File: config.mk
export PLATFORM = sky130hd
export DESIGN_NAME = fast_timer_with_pll_clock
export DESIGN_NICKNAME = d
export VERILOG_FILES = /design/src/include/fast_timer_pkg.sv /design/src/sync_2ff.sv /design/src/fast_timer_with_pll_clock.sv
export SDC_FILE = /design/constraint.sdc
export NUM_CORES = 1
export LEC_CHECK = 0
export BUFFER_PORTS_ARGS = -buffer_cell sky130_fd_sc_hd__buf_2
export CORE_ASPECT_RATIO = 1.75
export CORE_MARGIN = 1
export CORE_UTILIZATION = 58
export CTS_CLUSTER_DIAMETER = 60
export DETAILED_ROUTE_END_ITERATION = 6
export PLACE_DENSITY = 0.77
export RECOVER_POWER = 50
export SKIP_CTS_REPAIR_TIMING = 1
export SYNTH_ARGS = -nofsm -noshare
export SYNTH_HDL_FRONTEND = slang
export SYNTH_HIERARCHICAL = 1
export SYNTH_SLANG_ARGS = --single-unit
File: constraint.sdc
create_clock -name core_clk -period 3.27 [get_ports core_clk]
set_clock_uncertainty 0.05 [all_clocks]
set_input_delay 0.1635 -clock core_clk [delete_from_list [all_inputs] [get_ports core_clk]]
set_output_delay 0.1635 -clock core_clk [all_outputs]
set_load 0.01 [all_outputs]
File: src/include/fast_timer_pkg.sv
package fast_timer_pkg;
	// register addresses
	localparam logic [7:0] ADDR_PLL = 8'h29;
	localparam logic [7:0] ADDR_TOP = 8'h2b;
	localparam logic [7:0] ADDR_CMP_B = 8'h2c;
	localparam logic [7:0] ADDR_CMP_A = 8'h2d;
	localparam logic [7:0] ADDR_COUNT = 8'h2e;
	localparam logic [7:0] ADDR_CTRL_B = 8'h2f;
	localparam logic [7:0] ADDR_CTRL_A = 8'h30;
	localparam logic [7:0] ADDR_FLAGS = 8'h38;
	// timer_control_a fields
	localparam int MODE_A_LSB = 6;
	localparam int MODE_B_LSB = 4;
	localparam int FORCE_A = 3;
	localparam int FORCE_B = 2;
	localparam int PWM_A = 1;
	localparam int PWM_B = 0;
	// timer_control_b fields
	localparam int CTC = 7;
	localparam int PSC_CLR = 6;
	localparam int CS_LSB = 0;
	localparam int CS_W = 4;
	// pll_control_status fields
	localparam int FAST_CLOCK_ENABLE = 2;
	localparam int PLL_ENABLE = 1;
	localparam int PLL_LOCK_INDICATOR = 0;
	// flag register fields
	localparam int FLAG_A = 0;
	localparam int FLAG_B = 1;
	localparam int FLAG_OVF = 2;
	// reset values
	localparam logic [7:0] CTRL_A_RST = 8'h00;
	localparam logic [7:0] COUNT_RST = 8'h00;
	localparam logic [7:0] CMP_RST = 8'h00;
	localparam logic [3:0] CS_RST = 4'h0;
	localparam logic [2:0] FLAGS_RST = 3'h0;
	// timing
	localparam int PSC_W = 14;
	localparam int CLK_MHZ = 200;
	localparam int PLL_LOCK_US = 100;
	localparam int PLL_LOCK_CYCLES = PLL_LOCK_US * CLK_MHZ;
	typedef enum logic [1:0] {MODE_OFF, MODE_TOGGLE, MODE_CLEAR, MODE_SET} out_mode_t;
endpackage : fast_timer_pkg

File: src/sync_2ff.sv
`timescale 1ns/1ps
module sync_2ff #(
	parameter int W = 1
) (
	input wire logic core_clk,
	input wire logic sys_rst,
	input wire logic [W-1:0] d,
	output logic [W-1:0] q
);
	logic [W-1:0] meta_reg;

	always_ff @(posedge core_clk) begin
		if (sys_rst) begin
			meta_reg <= '0;
			q <= '0;
		end else begin
			meta_reg <= d;
			q <= meta_reg;
		end
	end
endmodule : sync_2ff

File: src/fast_timer_with_pll_clock.sv
// The plain strobed port was chosen for this implementation.
`timescale 1ns/1ps
// What this block does
// - channel b mode: 00 off, 01 toggle, 10 low, 11 high on match
// - force a applies channel a action as a match, same-cycle mode used
// - force b applies channel b action as a match, same-cycle mode used
// - force bits read zero; force ignored while that channel pwm set
// - pwm a enable: pwm mode, counter cleared cycle after top match
// - pwm b enable: pwm mode, counter cleared cycle after top match
// - clear-on-top set clears counter cycle after top match
// - prescaler clear write one resets prescaler, reads zero
// - clock select zero stops; code n divides by two to n-1
// - counter write lands after one cycle sync, two at most async
// - match only when counter counts to value, not by a write
// - match a or b sets its flag after a sync delay
// - top match with clear-on-top clears counter and sets overflow flag
// - fast clock enable selects fast clock, else system clock
// - fast clock enable only accepted while pll enable set
// - pll enable starts pll; reads one when pll is system clock
// - lock indicator reads one once pll locked after enable
// - pwm output and complement never high together, rising edges delayed
// - pwm compare writes held until top, reads give last written
// - overflow flag on wrap from ff or from top to zero
module fast_timer_with_pll_clock #(
	parameter int LOCK_CYCLES = fast_timer_pkg::PLL_LOCK_CYCLES
) (
	input wire logic core_clk,
	input wire logic sys_rst,
	input wire logic [7:0] reg_addr,
	input wire logic [7:0] reg_wdata,
	input wire logic reg_wr,
	input wire logic reg_rd,
	output logic [7:0] reg_rdata,
	input wire logic fast_peripheral_clock,
	input wire logic pll_as_system_clock,
	output logic pll_start,
	output logic compare_out_a,
	output logic compare_out_a_oe,
	output logic compare_out_a_n,
	output logic compare_out_a_n_oe,
	output logic compare_out_b,
	output logic compare_out_b_oe,
	output logic compare_out_b_n,
	output logic compare_out_b_n_oe,
	output logic match_a_flag,
	output logic match_b_flag,
	output logic overflow_flag
);
	if (LOCK_CYCLES < 1) begin : g_bad_lock
		$error("LOCK_CYCLES must be at least one");
	end

	localparam int LW = $clog2(LOCK_CYCLES + 1);
	localparam int PW = fast_timer_pkg::PSC_W;

	////////////////////////////////////////////////////////////////////////
	// pin synchronisers and decode
	logic [1:0] pins_s;
	logic pck_s;
	logic sys_s;
	logic wr_a;
	logic wr_b;
	logic wr_pll;
	logic wr_cnt;
	logic wr_top;
	logic wr_flags;
	logic [1:0] wr_cmp;
	logic psc_clr;

	sync_2ff #(.W(2)) u_sync (
		.core_clk(core_clk),
		.sys_rst(sys_rst),
		.d({pll_as_system_clock, fast_peripheral_clock}),
		.q(pins_s)
	);
	assign pck_s = pins_s[0];
	assign sys_s = pins_s[1];

	assign wr_a = reg_wr && reg_addr == fast_timer_pkg::ADDR_CTRL_A;
	assign wr_b = reg_wr && reg_addr == fast_timer_pkg::ADDR_CTRL_B;
	assign wr_pll = reg_wr && reg_addr == fast_timer_pkg::ADDR_PLL;
	assign wr_cnt = reg_wr && reg_addr == fast_timer_pkg::ADDR_COUNT;
	assign wr_top = reg_wr && reg_addr == fast_timer_pkg::ADDR_TOP;
	assign wr_flags = reg_wr && reg_addr == fast_timer_pkg::ADDR_FLAGS;
	assign wr_cmp[0] = reg_wr && reg_addr == fast_timer_pkg::ADDR_CMP_A;
	assign wr_cmp[1] = reg_wr && reg_addr == fast_timer_pkg::ADDR_CMP_B;
	assign psc_clr = wr_b && reg_wdata[fast_timer_pkg::PSC_CLR];

	////////////////////////////////////////////////////////////////////////
	// configuration, pll and read back
	logic [7:0] ctrl_a_reg, ctrl_a_next;
	logic ctc_reg, ctc_next;
	logic [3:0] cs_reg, cs_next;
	logic fast_clock_enable_reg, fast_clock_enable_next;
	logic pll_enable_reg, pll_enable_next;
	logic lock_reg, lock_next;
	logic [LW-1:0] lock_cnt_reg, lock_cnt_next;
	logic pll_start_reg, pll_start_next;
	logic [7:0] rdata_reg, rdata_next;
	logic [2:0] flags_reg, flags_next;
	logic [2:0] ev_d2_reg;
	logic [7:0] count_reg;
	logic [1:0][7:0] hold_reg;
	logic [7:0] top_reg;
	logic pll_enable_eff;

	assign pll_enable_eff = pll_enable_reg | sys_s;

	always_comb begin
		ctrl_a_next = ctrl_a_reg;
		ctc_next = ctc_reg;
		cs_next = cs_reg;
		pll_enable_next = pll_enable_reg;
		fast_clock_enable_next = fast_clock_enable_reg;
		if (wr_a) begin
			ctrl_a_next = reg_wdata;
			ctrl_a_next[fast_timer_pkg::FORCE_A] = 1'b0;
			ctrl_a_next[fast_timer_pkg::FORCE_B] = 1'b0;
		end
		if (wr_b) begin
			ctc_next = reg_wdata[fast_timer_pkg::CTC];
			cs_next = reg_wdata[fast_timer_pkg::CS_LSB +: fast_timer_pkg::CS_W];
		end
		if (wr_pll) begin
			pll_enable_next = reg_wdata[fast_timer_pkg::PLL_ENABLE];
			fast_clock_enable_next = reg_wdata[fast_timer_pkg::FAST_CLOCK_ENABLE];
		end
		if (!(pll_enable_next || sys_s)) begin
			fast_clock_enable_next = 1'b0;
		end
		pll_start_next = pll_enable_next | sys_s;
		lock_cnt_next = lock_cnt_reg;
		lock_next = lock_reg;
		if (!pll_enable_eff) begin
			lock_cnt_next = '0;
			lock_next = 1'b0;
		end else if (lock_cnt_reg == LW'(LOCK_CYCLES)) begin
			lock_next = 1'b1;
		end else begin
			lock_cnt_next = lock_cnt_reg + LW'(1);
		end
		// flags set, set wins over clear
		flags_next = flags_reg;
		if (wr_flags) begin
			flags_next = flags_reg & ~reg_wdata[2:0];
		end
		flags_next = flags_next | ev_d2_reg;
		rdata_next = 8'h00;
		if (reg_rd) begin
			case (reg_addr)
				fast_timer_pkg::ADDR_CTRL_A: rdata_next = ctrl_a_reg;
				fast_timer_pkg::ADDR_CTRL_B: begin
					rdata_next[fast_timer_pkg::CTC] = ctc_reg;
					rdata_next[fast_timer_pkg::CS_LSB +: fast_timer_pkg::CS_W] = cs_reg;
				end
				fast_timer_pkg::ADDR_PLL: begin
					rdata_next[fast_timer_pkg::FAST_CLOCK_ENABLE] = fast_clock_enable_reg;
					// reads one when pll clocks the system
					rdata_next[fast_timer_pkg::PLL_ENABLE] = pll_enable_eff;
					rdata_next[fast_timer_pkg::PLL_LOCK_INDICATOR] = lock_reg;
				end
				fast_timer_pkg::ADDR_COUNT: rdata_next = count_reg;
				fast_timer_pkg::ADDR_CMP_A: rdata_next = hold_reg[0];
				fast_timer_pkg::ADDR_CMP_B: rdata_next = hold_reg[1];
				fast_timer_pkg::ADDR_TOP: rdata_next = top_reg;
				fast_timer_pkg::ADDR_FLAGS: rdata_next = {5'h00, flags_reg};
				default: rdata_next = 8'h00;
			endcase
		end
	end

	always_ff @(posedge core_clk) begin
		if (sys_rst) begin
			ctrl_a_reg <= fast_timer_pkg::CTRL_A_RST;
			ctc_reg <= 1'b0;
			cs_reg <= fast_timer_pkg::CS_RST;
			pll_enable_reg <= 1'b0;
			fast_clock_enable_reg <= 1'b0;
			lock_reg <= 1'b0;
			lock_cnt_reg <= '0;
			pll_start_reg <= 1'b0;
			flags_reg <= fast_timer_pkg::FLAGS_RST;
			rdata_reg <= 8'h00;
		end else begin
			ctrl_a_reg <= ctrl_a_next;
			ctc_reg <= ctc_next;
			cs_reg <= cs_next;
			pll_enable_reg <= pll_enable_next;
			fast_clock_enable_reg <= fast_clock_enable_next;
			lock_reg <= lock_next;
			lock_cnt_reg <= lock_cnt_next;
			pll_start_reg <= pll_start_next;
			flags_reg <= flags_next;
			rdata_reg <= rdata_next;
		end
	end

	assign reg_rdata = rdata_reg;
	assign pll_start = pll_start_reg;
	assign match_a_flag = flags_reg[fast_timer_pkg::FLAG_A];
	assign match_b_flag = flags_reg[fast_timer_pkg::FLAG_B];
	assign overflow_flag = flags_reg[fast_timer_pkg::FLAG_OVF];

	////////////////////////////////////////////////////////////////////////
	// prescaler and counter
	logic [PW-1:0] psc_reg, psc_next;
	logic [7:0] count_next;
	logic step_reg, step_next;
	logic pend_reg, pend_next;
	logic [7:0] pend_val_reg, pend_val_next;
	logic pck_prev_reg;
	logic [1:0][7:0] act_reg, act_next;
	logic [1:0][7:0] hold_next;
	logic [7:0] top_next;
	logic [2:0] ev;
	logic [2:0] ev_d1_reg;
	logic [PW:0] one_sh;
	logic [PW-1:0] mask;
	logic tick;
	logic count_en;
	logic clr_mode;
	logic top_clr;
	logic [1:0] match;
	logic [1:0] pwm;

	assign pwm[0] = ctrl_a_reg[fast_timer_pkg::PWM_A];
	assign pwm[1] = ctrl_a_reg[fast_timer_pkg::PWM_B];
	// fast clock edge or every system cycle
	assign tick = fast_clock_enable_reg ? (pck_s & ~pck_prev_reg) : 1'b1;
	// divide by two to the code minus one
	assign one_sh = (PW + 1)'(1) << (cs_reg - 4'd1);
	assign mask = PW'(one_sh - (PW + 1)'(1));
	assign count_en = tick && cs_reg != 4'h0 && (psc_reg & mask) == mask;
	assign clr_mode = ctc_reg | pwm[0] | pwm[1];
	// match only after a count step
	assign top_clr = clr_mode && step_reg && count_reg == top_reg;
	assign match[0] = step_reg && count_reg == act_reg[0];
	assign match[1] = step_reg && count_reg == act_reg[1];

	always_comb begin
		psc_next = psc_reg;
		if (psc_clr) begin
			psc_next = '0;
		end else if (tick && cs_reg != 4'h0) begin
			psc_next = psc_reg + PW'(1);
		end
		count_next = count_reg;
		step_next = 1'b0;
		pend_next = 1'b0;
		pend_val_next = pend_val_reg;
		ev = 3'h0;
		ev[fast_timer_pkg::FLAG_A] = match[0];
		ev[fast_timer_pkg::FLAG_B] = match[1];
		// direct in sync mode, one stage more in async mode
		if (wr_cnt && !fast_clock_enable_reg) begin
			count_next = reg_wdata;
		end else if (wr_cnt) begin
			pend_next = 1'b1;
			pend_val_next = reg_wdata;
		end else if (pend_reg) begin
			count_next = pend_val_reg;
		end else if (top_clr) begin
			count_next = 8'h00;
			step_next = 1'b1;
			ev[fast_timer_pkg::FLAG_OVF] = 1'b1;
		end else if (count_en) begin
			count_next = count_reg + 8'd1;
			step_next = 1'b1;
			ev[fast_timer_pkg::FLAG_OVF] = count_reg == 8'hff;
		end
		act_next = act_reg;
		hold_next = hold_reg;
		for (int i = 0; i < 2; i++) begin
			if (top_clr && pwm[i]) begin
				act_next[i] = hold_reg[i];
			end
			if (wr_cmp[i]) begin
				hold_next[i] = reg_wdata;
				if (!pwm[i]) begin
					act_next[i] = reg_wdata;
				end
			end
		end
		top_next = wr_top ? reg_wdata : top_reg;
	end

	always_ff @(posedge core_clk) begin
		if (sys_rst) begin
			psc_reg <= '0;
			count_reg <= fast_timer_pkg::COUNT_RST;
			step_reg <= 1'b0;
			pend_reg <= 1'b0;
			pend_val_reg <= 8'h00;
			pck_prev_reg <= 1'b0;
			act_reg <= {2{fast_timer_pkg::CMP_RST}};
			hold_reg <= {2{fast_timer_pkg::CMP_RST}};
			top_reg <= fast_timer_pkg::CMP_RST;
			ev_d1_reg <= 3'h0;
			ev_d2_reg <= 3'h0;
		end else begin
			psc_reg <= psc_next;
			count_reg <= count_next;
			step_reg <= step_next;
			pend_reg <= pend_next;
			pend_val_reg <= pend_val_next;
			pck_prev_reg <= pck_s;
			act_reg <= act_next;
			hold_reg <= hold_next;
			top_reg <= top_next;
			ev_d1_reg <= ev;
			ev_d2_reg <= ev_d1_reg;
		end
	end

	////////////////////////////////////////////////////////////////////////
	// compare output channels, 0 is a, 1 is b
	for (genvar i = 0; i < 2; i++) begin : g_ch
		localparam int ML = (i == 0) ? fast_timer_pkg::MODE_A_LSB : fast_timer_pkg::MODE_B_LSB;
		localparam int FB = (i == 0) ? fast_timer_pkg::FORCE_A : fast_timer_pkg::FORCE_B;
		localparam int PB = (i == 0) ? fast_timer_pkg::PWM_A : fast_timer_pkg::PWM_B;
		logic force_hit;
		logic pos;
		logic neg;
		fast_timer_pkg::out_mode_t mode;
		logic lvl_reg, lvl_next;
		logic raw_reg, raw_next;
		logic rprev_reg, rprev_next;
		logic out_reg, out_next;
		logic oe_reg, oe_next;
		logic outn_reg, outn_next;
		logic oen_reg, oen_next;

		assign force_hit = wr_a && reg_wdata[FB] && !reg_wdata[PB];
		assign mode = fast_timer_pkg::out_mode_t'(force_hit ? reg_wdata[ML +: 2]
			: ctrl_a_reg[ML +: 2]);
		assign pos = raw_reg & rprev_reg;
		assign neg = ~raw_reg & ~rprev_reg;

		always_comb begin
			lvl_next = lvl_reg;
			if (force_hit || (match[i] && !pwm[i])) begin
				case (mode)
					fast_timer_pkg::MODE_TOGGLE: lvl_next = ~lvl_reg;
					fast_timer_pkg::MODE_CLEAR: lvl_next = 1'b0;
					fast_timer_pkg::MODE_SET: lvl_next = 1'b1;
					default: lvl_next = lvl_reg;
				endcase
			end
			raw_next = raw_reg;
			if (top_clr) begin
				raw_next = 1'b1;
			end else if (match[i]) begin
				raw_next = 1'b0;
			end
			// rising edges wait one prescaled cycle
			rprev_next = count_en ? raw_reg : rprev_reg;
			out_next = lvl_reg;
			outn_next = 1'b0;
			oen_next = 1'b0;
			oe_next = mode != fast_timer_pkg::MODE_OFF;
			if (pwm[i]) begin
				case (mode)
					fast_timer_pkg::MODE_TOGGLE: begin
						out_next = pos;
						outn_next = neg;
						oen_next = 1'b1;
					end
					fast_timer_pkg::MODE_CLEAR: out_next = pos;
					fast_timer_pkg::MODE_SET: out_next = neg;
					default: out_next = 1'b0;
				endcase
			end
		end

		always_ff @(posedge core_clk) begin
			if (sys_rst) begin
				lvl_reg <= 1'b0;
				raw_reg <= 1'b0;
				rprev_reg <= 1'b0;
				out_reg <= 1'b0;
				oe_reg <= 1'b0;
				outn_reg <= 1'b0;
				oen_reg <= 1'b0;
			end else begin
				lvl_reg <= lvl_next;
				raw_reg <= raw_next;
				rprev_reg <= rprev_next;
				out_reg <= out_next;
				oe_reg <= oe_next;
				outn_reg <= outn_next;
				oen_reg <= oen_next;
			end
		end
	end

	assign compare_out_a = g_ch[0].out_reg;
	assign compare_out_a_oe = g_ch[0].oe_reg;
	assign compare_out_a_n = g_ch[0].outn_reg;
	assign compare_out_a_n_oe = g_ch[0].oen_reg;
	assign compare_out_b = g_ch[1].out_reg;
	assign compare_out_b_oe = g_ch[1].oe_reg;
	assign compare_out_b_n = g_ch[1].outn_reg;
	assign compare_out_b_n_oe = g_ch[1].oen_reg;
endmodule : fast_timer_with_pll_clock

==> results.sh, run 1 <==
export IMPL_cts_buffers=17
export IMPL_fin_setup_tns_ns=0
export IMPL_via_per_inst=6.28
export IMPL_yosysMostFrequentCell="dfxtp_1"
export IMPL_holdCritPathClass="in2reg"
export IMPL_yosysTopAreaCellShare=0.402
export IMPL_worst_slew_pin_slew_ns=1.74
export IMPL_htree_levels=4
export IMPL_synth_xor_area_frac=0.0714
export IMPL_ys_warn_count=6
export IMPL_muxShareOfSynthArea=0.0470
export IMPL_drtIter0Drc=492
export IMPL_synthAdderAreaFrac=0.0237
export IMPL_cts_sinks=138
export IMPL_wirelength_um=20800
export IMPL_crit_fanout=12
export IMPL_netlist_area_um2=6870
export IMPL_synth_top_area_cell="dfxtp_1"
export IMPL_vdd_drop_max_mv=0.381
export IMPL_rows=52
export IMPL_synth_common_cells="138 x dfxtp_1, 123 x nor2_1, 82 x a21oi_1"
export IMPL_hold_viol=0
export IMPL_synth_top_family_by_area="simple AND/OR/NAND/NOR gates"
export IMPL_period_minus_slack_ns=3.01
export IMPL_final_layout_size_suffix_gt1_frac=0.114
export IMPL_placed_cell_area_um2=7150
export IMPL_status="finished with violations"
export IMPL_worst_setup_path_end_kind="flip-flop"
export IMPL_root_buffer="clkbuf_16"
export IMPL_slew_limit_headroom=-0.171
export IMPL_synth_cell_types=62
export IMPL_clkLatencyLatePin_ns=0.41
export IMPL_synth_fp_nets=867
export IMPL_cpMaxStageDelayCell="or3_1"
export IMPL_grt_remaining_overflow=0
export IMPL_io_pins=42
export IMPL_cts_tree="yes"
export IMPL_critPathKind="reg2reg"
export IMPL_numPortBuffers=41
export IMPL_utilization=0.667
export IMPL_dp_hpwl_um=15500
export IMPL_stdcell_area_um2=7720
export IMPL_n_antenna_cell=0
export IMPL_total_power_w=0.00369
export IMPL_syn_area_per_cell_um2=8.26
export IMPL_cp_arrival_ns=3.24
export IMPL_grtUsageTotal=0.350
export IMPL_p_leak_nw=2.93
export IMPL_clockBufferDepth=2
export IMPL_yosys_register_bits=138
export IMPL_violations="DRC, capacitance limit, slew limit"
export IMPL_antenna_found_initial=0
export IMPL_clk_pin_slew_ns=0.06
export IMPL_required_ns=3.50
export IMPL_path_common_cell="or3_1"
export IMPL_die_height_um=146
export IMPL_core_um2=11600
export IMPL_rsz0062_at_grt="false"
export IMPL_cp_start_kind="flip-flop"
export IMPL_nets=895
export IMPL_synth_compound_area_share=0.171
export IMPL_async_flop_share=0
export IMPL_pre_cts_slack_ns=0.187
export IMPL_first_pass_iters=7
export IMPL_cellPowerDensity_nw_per_um2=478
export IMPL_setup_viol=0
export IMPL_grt_max_degree=82
export IMPL_maxSlewViolCount=99
export IMPL_wl_per_cell_um=20.7
export IMPL_syn_to_final_growth_pct=12.3
export IMPL_setup_slack_ns=0.262
export IMPL_ant_nets=0
export IMPL_synth_simple_area_share=0.236
export IMPL_synth_area_leaders="dfxtp_1 40%, nor2_1 6.7%, a21oi_1 6.0%, nand2_1 4.2%, xnor2_1 3.8%"
export IMPL_ys_seq_area_frac=0.402
export IMPL_maxCapViolCount=2
export IMPL_place_congestion=1.02
export IMPL_grt_pass1_vias=6383
export IMPL_cpPeakStageDelay_ns=0.44
export IMPL_grt_first_pass_wirelength_um=32700
export IMPL_synth_cells=832
export IMPL_post_route_period_util=0.920
export IMPL_ys_flop_type="dfxtp_1"
export IMPL_dieArea_um2=12300
export IMPL_drc=2
export IMPL_path_cells="nor3_2 > nand2_1 > ha_2 > nor2b_1 > a221oi_1 > o221ai_1 > or3_1 > or3_1 > a2111oi_2"
export IMPL_timing_fmax_mhz=332
export IMPL_synth_edf_count=0
export IMPL_num_vias=6322
export IMPL_initial_core_util=0.593
export IMPL_dieWidth_um=84.3
path summary, 6_finish.rpt:
| kind | start | to | slack [ns] | depth (start not counted) |
|---|---|---|---|---|
| worst min register to register | ev_d1_reg[1] | ev_d2_reg[1] | 0.39 | 1 |
| worst max register to register | cs_reg[0] | ev_d1_reg[2] | 0.26 | 9 |
| worst min-delay path | reg_wdata[3] | top_reg[3] | 0.005 | 3 |
| worst max-delay path | cs_reg[0] | ev_d1_reg[2] | 0.26 | 9 |
cell usage in the layout (no fill, tap or decap), types with 5 or more instances in the layout:
cell	count
or3_1	9
nand3_1	39
xor2_1	26
nor3_1	5
nand2_1	76
and4_1	5
nor2b_1	15
ha_1	12
a211o_1	9
nor4_1	8
a22oi_1	17
nand2b_1	5
xnor2_1	30
buf_2	19
and3_1	11
mux2i_1	21
a21oi_1	82
buf_4	19
inv_1	23
dfxtp_1	138
o21ai_0	24
nor3b_1	5
a31oi_1	5
nor2_1	123
o221a_2	14
clkbuf_1	24
nand4_1	14
clkbuf_16	17
cell type report:
class	count	area (um^2)
Fill cell	1008	3860
Multi-Input combinational cell	616	3780
Sequential cell	138	2760
Clock buffer	18	429
Timing Repair Buffer	64	349
Tap cell	135	169
Clock inverter	13	144
Inverter	23	86.3
cell families (layout without fill, tap and decap cells):
logic type,count (synthesis),count (layout)
mux,27,27
compound gates,182,182
xor+xnor,56,56
flops,138,138
simple gates,338,338
buf+inv,78,118
fa+ha+maj,13,13
metal layers:
metal	GRT usage	vias to the layer above	part of all wire
li1	-	2978	-
met5	0	-	0
met3	0.0488	88	0.043
met2	0.646	241	0.54
met1	0.344	3015	0.34
met4	0.273	0	0.079
metrics by stage:
step / hold slack, ns / instances
3_5_place_dp: 0.333 / 974
3_3_place_gp: 0.328 / 974
6_report: 0.00510 / 1007
5_1_grt: 0.0137 / 1007
4_1_cts: -0.0944 / 1005
2_1_floorplan: 0.185 / 832
where the power goes:
group | internal, W | switching [W]
sequential | 0.00169 | 0.00000295
clock | 0.00113 | 0.000760
combinational | 0.0000310 | 0.0000874
total | 0.00284 | 0.000850
worst max-delay path: cells and delay by family, from the launching register on:
family | cells | cell delay, ns
adders and majority gates | 1 | 0.27
and+or+nand+nor | 5 | 1.32
AOI/OAI and AO/OA | 3 | 0.83
DFF | 1 | 0.41
Note: power is estimated with default switching activity, not from simulation.
==> run 2, diff against run 1 <==
--- a/config.mk
+++ b/config.mk
@@ -8,10 +8,10 @@
 export BUFFER_PORTS_ARGS = -buffer_cell sky130_fd_sc_hd__buf_2
 export CORE_ASPECT_RATIO = 1.75
 export CORE_MARGIN = 1
-export CORE_UTILIZATION = 58
+export CORE_UTILIZATION = 50
 export CTS_CLUSTER_DIAMETER = 60
 export DETAILED_ROUTE_END_ITERATION = 6
-export PLACE_DENSITY = 0.77
+export PLACE_DENSITY = 0.68
 export RECOVER_POWER = 50
 export SKIP_CTS_REPAIR_TIMING = 1
 export SYNTH_ARGS = -nofsm -noshare
==> constraint.sdc (replaced) <==
create_clock -name core_clk -period 3.27 [get_ports core_clk]
set_clock_uncertainty 0.05 [all_clocks]
set_input_delay 0.654 -clock core_clk [delete_from_list [all_inputs] [get_ports core_clk]]
set_output_delay 0.654 -clock core_clk [all_outputs]
set_load 0.01 [all_outputs]
==> run 2 against run 1 <==
  * The run ends with capacitance limit, slew limit left
  * Via count up 0.79%
  * Power up 2.5%
  * Utilization shrank 7.8 points
  * Wire length increased by 3.2%
  * Sequential power is essentially flat
  * Design area grew 2.0%
  * Critical path depth increased by 1
  * Combinational power grew 4%
  * Global-route usage decreased by 3.8 points
  * Clock-buffer cell count is 1 lower
  * Worst hold slack gained 0.39 ns
  * Critical path type unchanged
  * Critical endpoint unchanged
==> results.sh, run 2 (synthesized netlist as in run 1, its figures left out) <==
export IMPL_root_buffer="clkbuf_16"
export IMPL_stdcell_area_um2=7870
export IMPL_maxSlewViolCount=17
export IMPL_post_route_period_util=0.943
export IMPL_hold_viol=0
export IMPL_p_leak_nw=3.00
export IMPL_worst_setup_path_end_kind="flip-flop"
export IMPL_numPortBuffers=41
export IMPL_crit_cells=10
export IMPL_reg2reg_depth=10
export IMPL_num_vias=6372
export IMPL_drc=0
export IMPL_min_path_cells=2
export IMPL_cts_buffers=17
export IMPL_dp_hpwl_um=16000
export IMPL_placed_cell_area_um2=7320
export IMPL_htree_levels=4
export IMPL_vdd_drop_max_mv=0.333
export IMPL_timing_fmax_mhz=324
export IMPL_grt_remaining_overflow=0
export IMPL_cpPeakStageDelay_ns=0.46
export IMPL_crit_fanout=7
export IMPL_cts_sinks=138
export IMPL_status="finished with violations"
export IMPL_n_antenna_cell=0
export IMPL_path_buf_inv=1
export IMPL_grtUsageTotal=0.312
export IMPL_dieWidth_um=90.6
export IMPL_dieArea_um2=14200
export IMPL_cp_arrival_ns=3.35
export IMPL_grt_max_degree=45
export IMPL_path_common_cell="or3_1"
export IMPL_final_cell_mix="138 x dfxtp_1, 123 x nor2_1, 82 x a21oi_1, 76 x nand2_1, 39 x nand3_1"
export IMPL_clockBufferDepth=2
export IMPL_worst_slew_pin_slew_ns=1.98
export IMPL_fin_setup_tns_ns=0
export IMPL_critPathKind="reg2reg"
export IMPL_syn_to_final_growth_pct=14.6
export IMPL_cellPowerDensity_nw_per_um2=481
export IMPL_via_per_inst=6.00
export IMPL_path_cells="nor3_1 > nand2_1 > ha_1 > buf_4 > nor2b_1 > a221oi_1 > o221ai_1 > or3_1 > or3_1 > a2111oi_2"
export IMPL_critPathTopFamily="simple AND/OR/NAND/NOR gates"
export IMPL_setup_viol=0
export IMPL_maxCapViolCount=1
export IMPL_required_ns=3.54
export IMPL_grt_pass1_vias=6399
export IMPL_cp_start_kind="flip-flop"
export IMPL_clk_pin_slew_ns=0.06
export IMPL_rsz0062_at_grt="false"
export IMPL_first_pass_iters=5
export IMPL_period_minus_slack_ns=3.08
export IMPL_ant_nets=0
export IMPL_nets=910
export IMPL_initial_core_util=0.513
export IMPL_io_pins=42
export IMPL_die_height_um=157
export IMPL_clkLatencyLatePin_ns=0.43
export IMPL_antenna_found_initial=0
export IMPL_wirelength_um=21500
export IMPL_wl_per_cell_um=20.2
export IMPL_cpMaxStageDelayCell="or3_1"
export IMPL_final_layout_size_suffix_gt1_frac=0.120
export IMPL_dp_cells=1030
export IMPL_holdCritPathClass="in2reg"
export IMPL_instances_no_fill=1062
export IMPL_cts_tree="yes"
export IMPL_final_common_cell="dfxtp_1"
export IMPL_drtIter0Drc=505
export IMPL_slew_limit_headroom=-0.337
export IMPL_grt_first_pass_wirelength_um=33600
export IMPL_rows=56
export IMPL_core_um2=13400
export IMPL_violations="capacitance limit, slew limit"
export IMPL_place_congestion=1.00
-- run 2: cell type report --
class                           instances  area, um^2
Fill cell                            1284        5510
Multi-Input combinational cell        616        3770
Sequential cell                       138        2760
Timing Repair Buffer                   79         430
Clock buffer                           17         425
Tap cell                              174         218
Clock inverter                         15         176
Inverter                               23        86.3
-- run 2: through the flow --
step / hold WS (ns) / total power [W] / utilization / setup WS (ns)
2_1_floorplan: 0.363 / 0.00179 / - / 0.253
3_3_place_gp: 0.371 / 0.00184 / 0.547 / 0.145
3_5_place_dp: 0.385 / 0.00185 / 0.547 / 0.0408
4_1_cts: 0.374 / 0.00381 / 0.592 / 0.102
5_1_grt: 0.396 / 0.00388 / 0.588 / 0.00232
6_report: 0.392 / 0.00378 / 0.588 / 0.186
-- run 2: final timing paths --
kind                         start                 end  slack [ns]
max                      cs_reg[2]        ev_d1_reg[2]        0.19
max reg2reg              cs_reg[2]        ev_d1_reg[2]        0.19
min reg2reg               lock_reg            lock_reg        0.40
min          fast_peripheral_clock  u_sync/meta_reg[0]        0.39
-- run 2: worst reg2reg max path: stages (launching register included) --
cell and delay, ns:
dfxtp_1 0.33, nor3_1 0.25, nand2_1 0.10, ha_1 0.25, buf_4 0.18, nor2b_1 0.15, a221oi_1 0.25, o221ai_1 0.24
or3_1 0.46, or3_1 0.39, a2111oi_2 0.35
-- run 2: where the power goes --
part           leakage, nW  internal (W)  switching [W]
Combinational         1.60     0.0000321      0.0000906
Clock                0.290       0.00115       0.000822
Sequential            1.11       0.00169     0.00000268
Total                 3.00       0.00287       0.000915
-- run 2: metal layers --
| metal | GRT usage | vias up | share of wire |
|---|---|---|---|
| met5 | 0 | - | 0 |
| met4 | 0.276 | 0 | 0.087 |
| met3 | 0.0604 | 102 | 0.046 |
| met2 | 0.565 | 231 | 0.52 |
| met1 | 0.298 | 3030 | 0.35 |
| li1 | - | 3009 | - |
==> run 3, diff against run 2 <==
--- a/config.mk
+++ b/config.mk
@@ -11,6 +11,7 @@
 export CORE_UTILIZATION = 50
 export CTS_CLUSTER_DIAMETER = 60
 export DETAILED_ROUTE_END_ITERATION = 6
+export MAX_ROUTING_LAYER = met4
 export PLACE_DENSITY = 0.68
 export RECOVER_POWER = 50
 export SKIP_CTS_REPAIR_TIMING = 1
==> run 3 against run 2 <==
  * The run still ends with capacitance limit, slew limit left
  * Register-to-register slack improved by 0.05 ns
  * Worst hold slack improved by 0.0050 ns
  * Wire length down 0.42%
  * Cell count barely moved
  * Fmax is 1.6% higher
  * Sequential power hardly changed
  * First-iteration DRC count down 23%
  * Clock-buffer cell count unchanged
  * Design area fell by 0.17%
  * Critical endpoint unchanged
==> results.sh, run 3 (synthesized netlist as in run 1, its figures left out) <==
export IMPL_status="finished with violations"
export IMPL_violations="capacitance limit, slew limit"
export IMPL_root_buffer="clkbuf_16"
export IMPL_first_pass_iters=5
export IMPL_worst_slew_pin_slew_ns=1.89
export IMPL_cp_start_kind="flip-flop"
export IMPL_die_height_um=157
export IMPL_ant_nets=0
export IMPL_setup_viol=0
export IMPL_dieArea_um2=14200
export IMPL_grtUsageTotal=0.316
export IMPL_dp_hpwl_um=16100
export IMPL_clkLatencyLatePin_ns=0.42
export IMPL_holdCritPathClass="reg2reg"
export IMPL_nets=909
export IMPL_wl_per_cell_um=20.2
export IMPL_core_um2=13400
export IMPL_timing_fmax_mhz=330
export IMPL_n_antenna_cell=0
export IMPL_wirelength_um=21400
export IMPL_num_vias=6371
export IMPL_cpPeakStageDelay_ns=0.45
export IMPL_dieWidth_um=90.6
export IMPL_critPathKind="reg2reg"
export IMPL_final_common_cell="dfxtp_1"
export IMPL_antenna_found_initial=0
export IMPL_final_layout_size_suffix_gt1_frac=0.124
export IMPL_cpMaxStageDelayCell="or3_1"
export IMPL_pre_cts_slack_ns=0.0782
export IMPL_slew_limit_headroom=-0.275
export IMPL_vdd_drop_max_mv=0.372
export IMPL_hold_viol=0
export IMPL_htree_levels=4
export IMPL_setup_slack_ns=0.236
export IMPL_rows=56
export IMPL_worst_setup_path_end_kind="flip-flop"
export IMPL_path_cells="nor3_2 > nand2_1 > ha_1 > buf_4 > nor2b_1 > a221oi_1 > o221ai_1 > or3_1 > or3_1 > a2111oi_2"
export IMPL_crit_fanout=9
export IMPL_cts_sinks=138
export IMPL_final_cell_mix="138 x dfxtp_1, 123 x nor2_1, 82 x a21oi_1, 76 x nand2_1, 39 x nand3_1"
export IMPL_grt_first_pass_wirelength_um=33000
export IMPL_period_minus_slack_ns=3.03
export IMPL_drtIter0Drc=388
export IMPL_drc=0
export IMPL_critPathTopFamily="simple AND/OR/NAND/NOR gates"
export IMPL_syn_to_final_growth_pct=14.4
export IMPL_clockBufferDepth=2
export IMPL_initial_core_util=0.513
export IMPL_grt_pass1_vias=6178
export IMPL_cts_tree="yes"
export IMPL_maxSlewViolCount=17
export IMPL_placed_cell_area_um2=7320
export IMPL_cp_arrival_ns=3.30
export IMPL_utilization=0.587
export IMPL_io_pins=42
export IMPL_grt_remaining_overflow=0
export IMPL_required_ns=3.54
export IMPL_grt_max_degree=49
export IMPL_stdcell_area_um2=7860
export IMPL_cellPowerDensity_nw_per_um2=472
export IMPL_p_leak_nw=2.99
export IMPL_clk_pin_slew_ns=0.06
export IMPL_numPortBuffers=41
export IMPL_fillCellCount=1275
export IMPL_finalHoldWorstSlack_ns=0.397
export IMPL_via_per_inst=6.00
export IMPL_maxCapViolCount=1
export IMPL_cts_buffers=17
export IMPL_path_common_cell="or3_1"
export IMPL_path_buf_inv=1
export IMPL_place_congestion=1.01
export IMPL_post_route_period_util=0.928
run 3: path summary, 6_finish.rpt:
check	startpoint	to	slack, ns	cells after the start
worst min register to register	u_sync/meta_reg[1]	u_sync/q[1]	0.40	1
worst max register to register	cs_reg[3]	ev_d1_reg[2]	0.24	10
worst min-delay path	u_sync/meta_reg[1]	u_sync/q[1]	0.40	1
worst max-delay path	cs_reg[3]	ev_d1_reg[2]	0.24	10
run 3: metrics by stage:
stage,std cells,setup TNS [ns],power [W]
2_1_floorplan,832,0,0.00179
3_3_place_gp,1029,0,0.00185
3_5_place_dp,1029,0,0.00185
4_1_cts,1061,0,0.00373
5_1_grt,1061,-0.0176,0.00380
6_report,1061,0,0.00371
run 3: final cells by class:
class | instances | area, um^2 | share of cell area
clock buffer | 17 | 425 | 0.0541
clock inverter | 15 | 156 | 0.0199
inverter | 23 | 86.3 | 0.0110
multi-input combinational | 616 | 3780 | 0.481
sequential | 138 | 2760 | 0.352
tap | 174 | 218 | 0.0277
timing repair buffer | 78 | 428 | 0.0544
run 3: worst reg2reg max path, cell delays in order, from the launching register on:
cell and delay, ns:
dfxtp_1 0.40, nor3_2 0.19, nand2_1 0.09, ha_1 0.23, buf_4 0.18, nor2b_1 0.14, a221oi_1 0.24, o221ai_1 0.21
or3_1 0.45, or3_1 0.40, a2111oi_2 0.36
run 3: power by group:
group,internal [W],leakage [nW],switching (W)
Sequential,0.00169,1.11,0.00000257
Combinational,0.0000324,1.60,0.0000925
Clock,0.00108,0.271,0.000820
run 3: per-layer routing:
layer,share of wire,vias to the layer above,track usage
met2,0.53,228,0.574
met3,0.041,89,0.0469
met4,0.081,0,0.253
met1,0.34,3048,0.293
li1,-,3006,-
met5,0,-,-
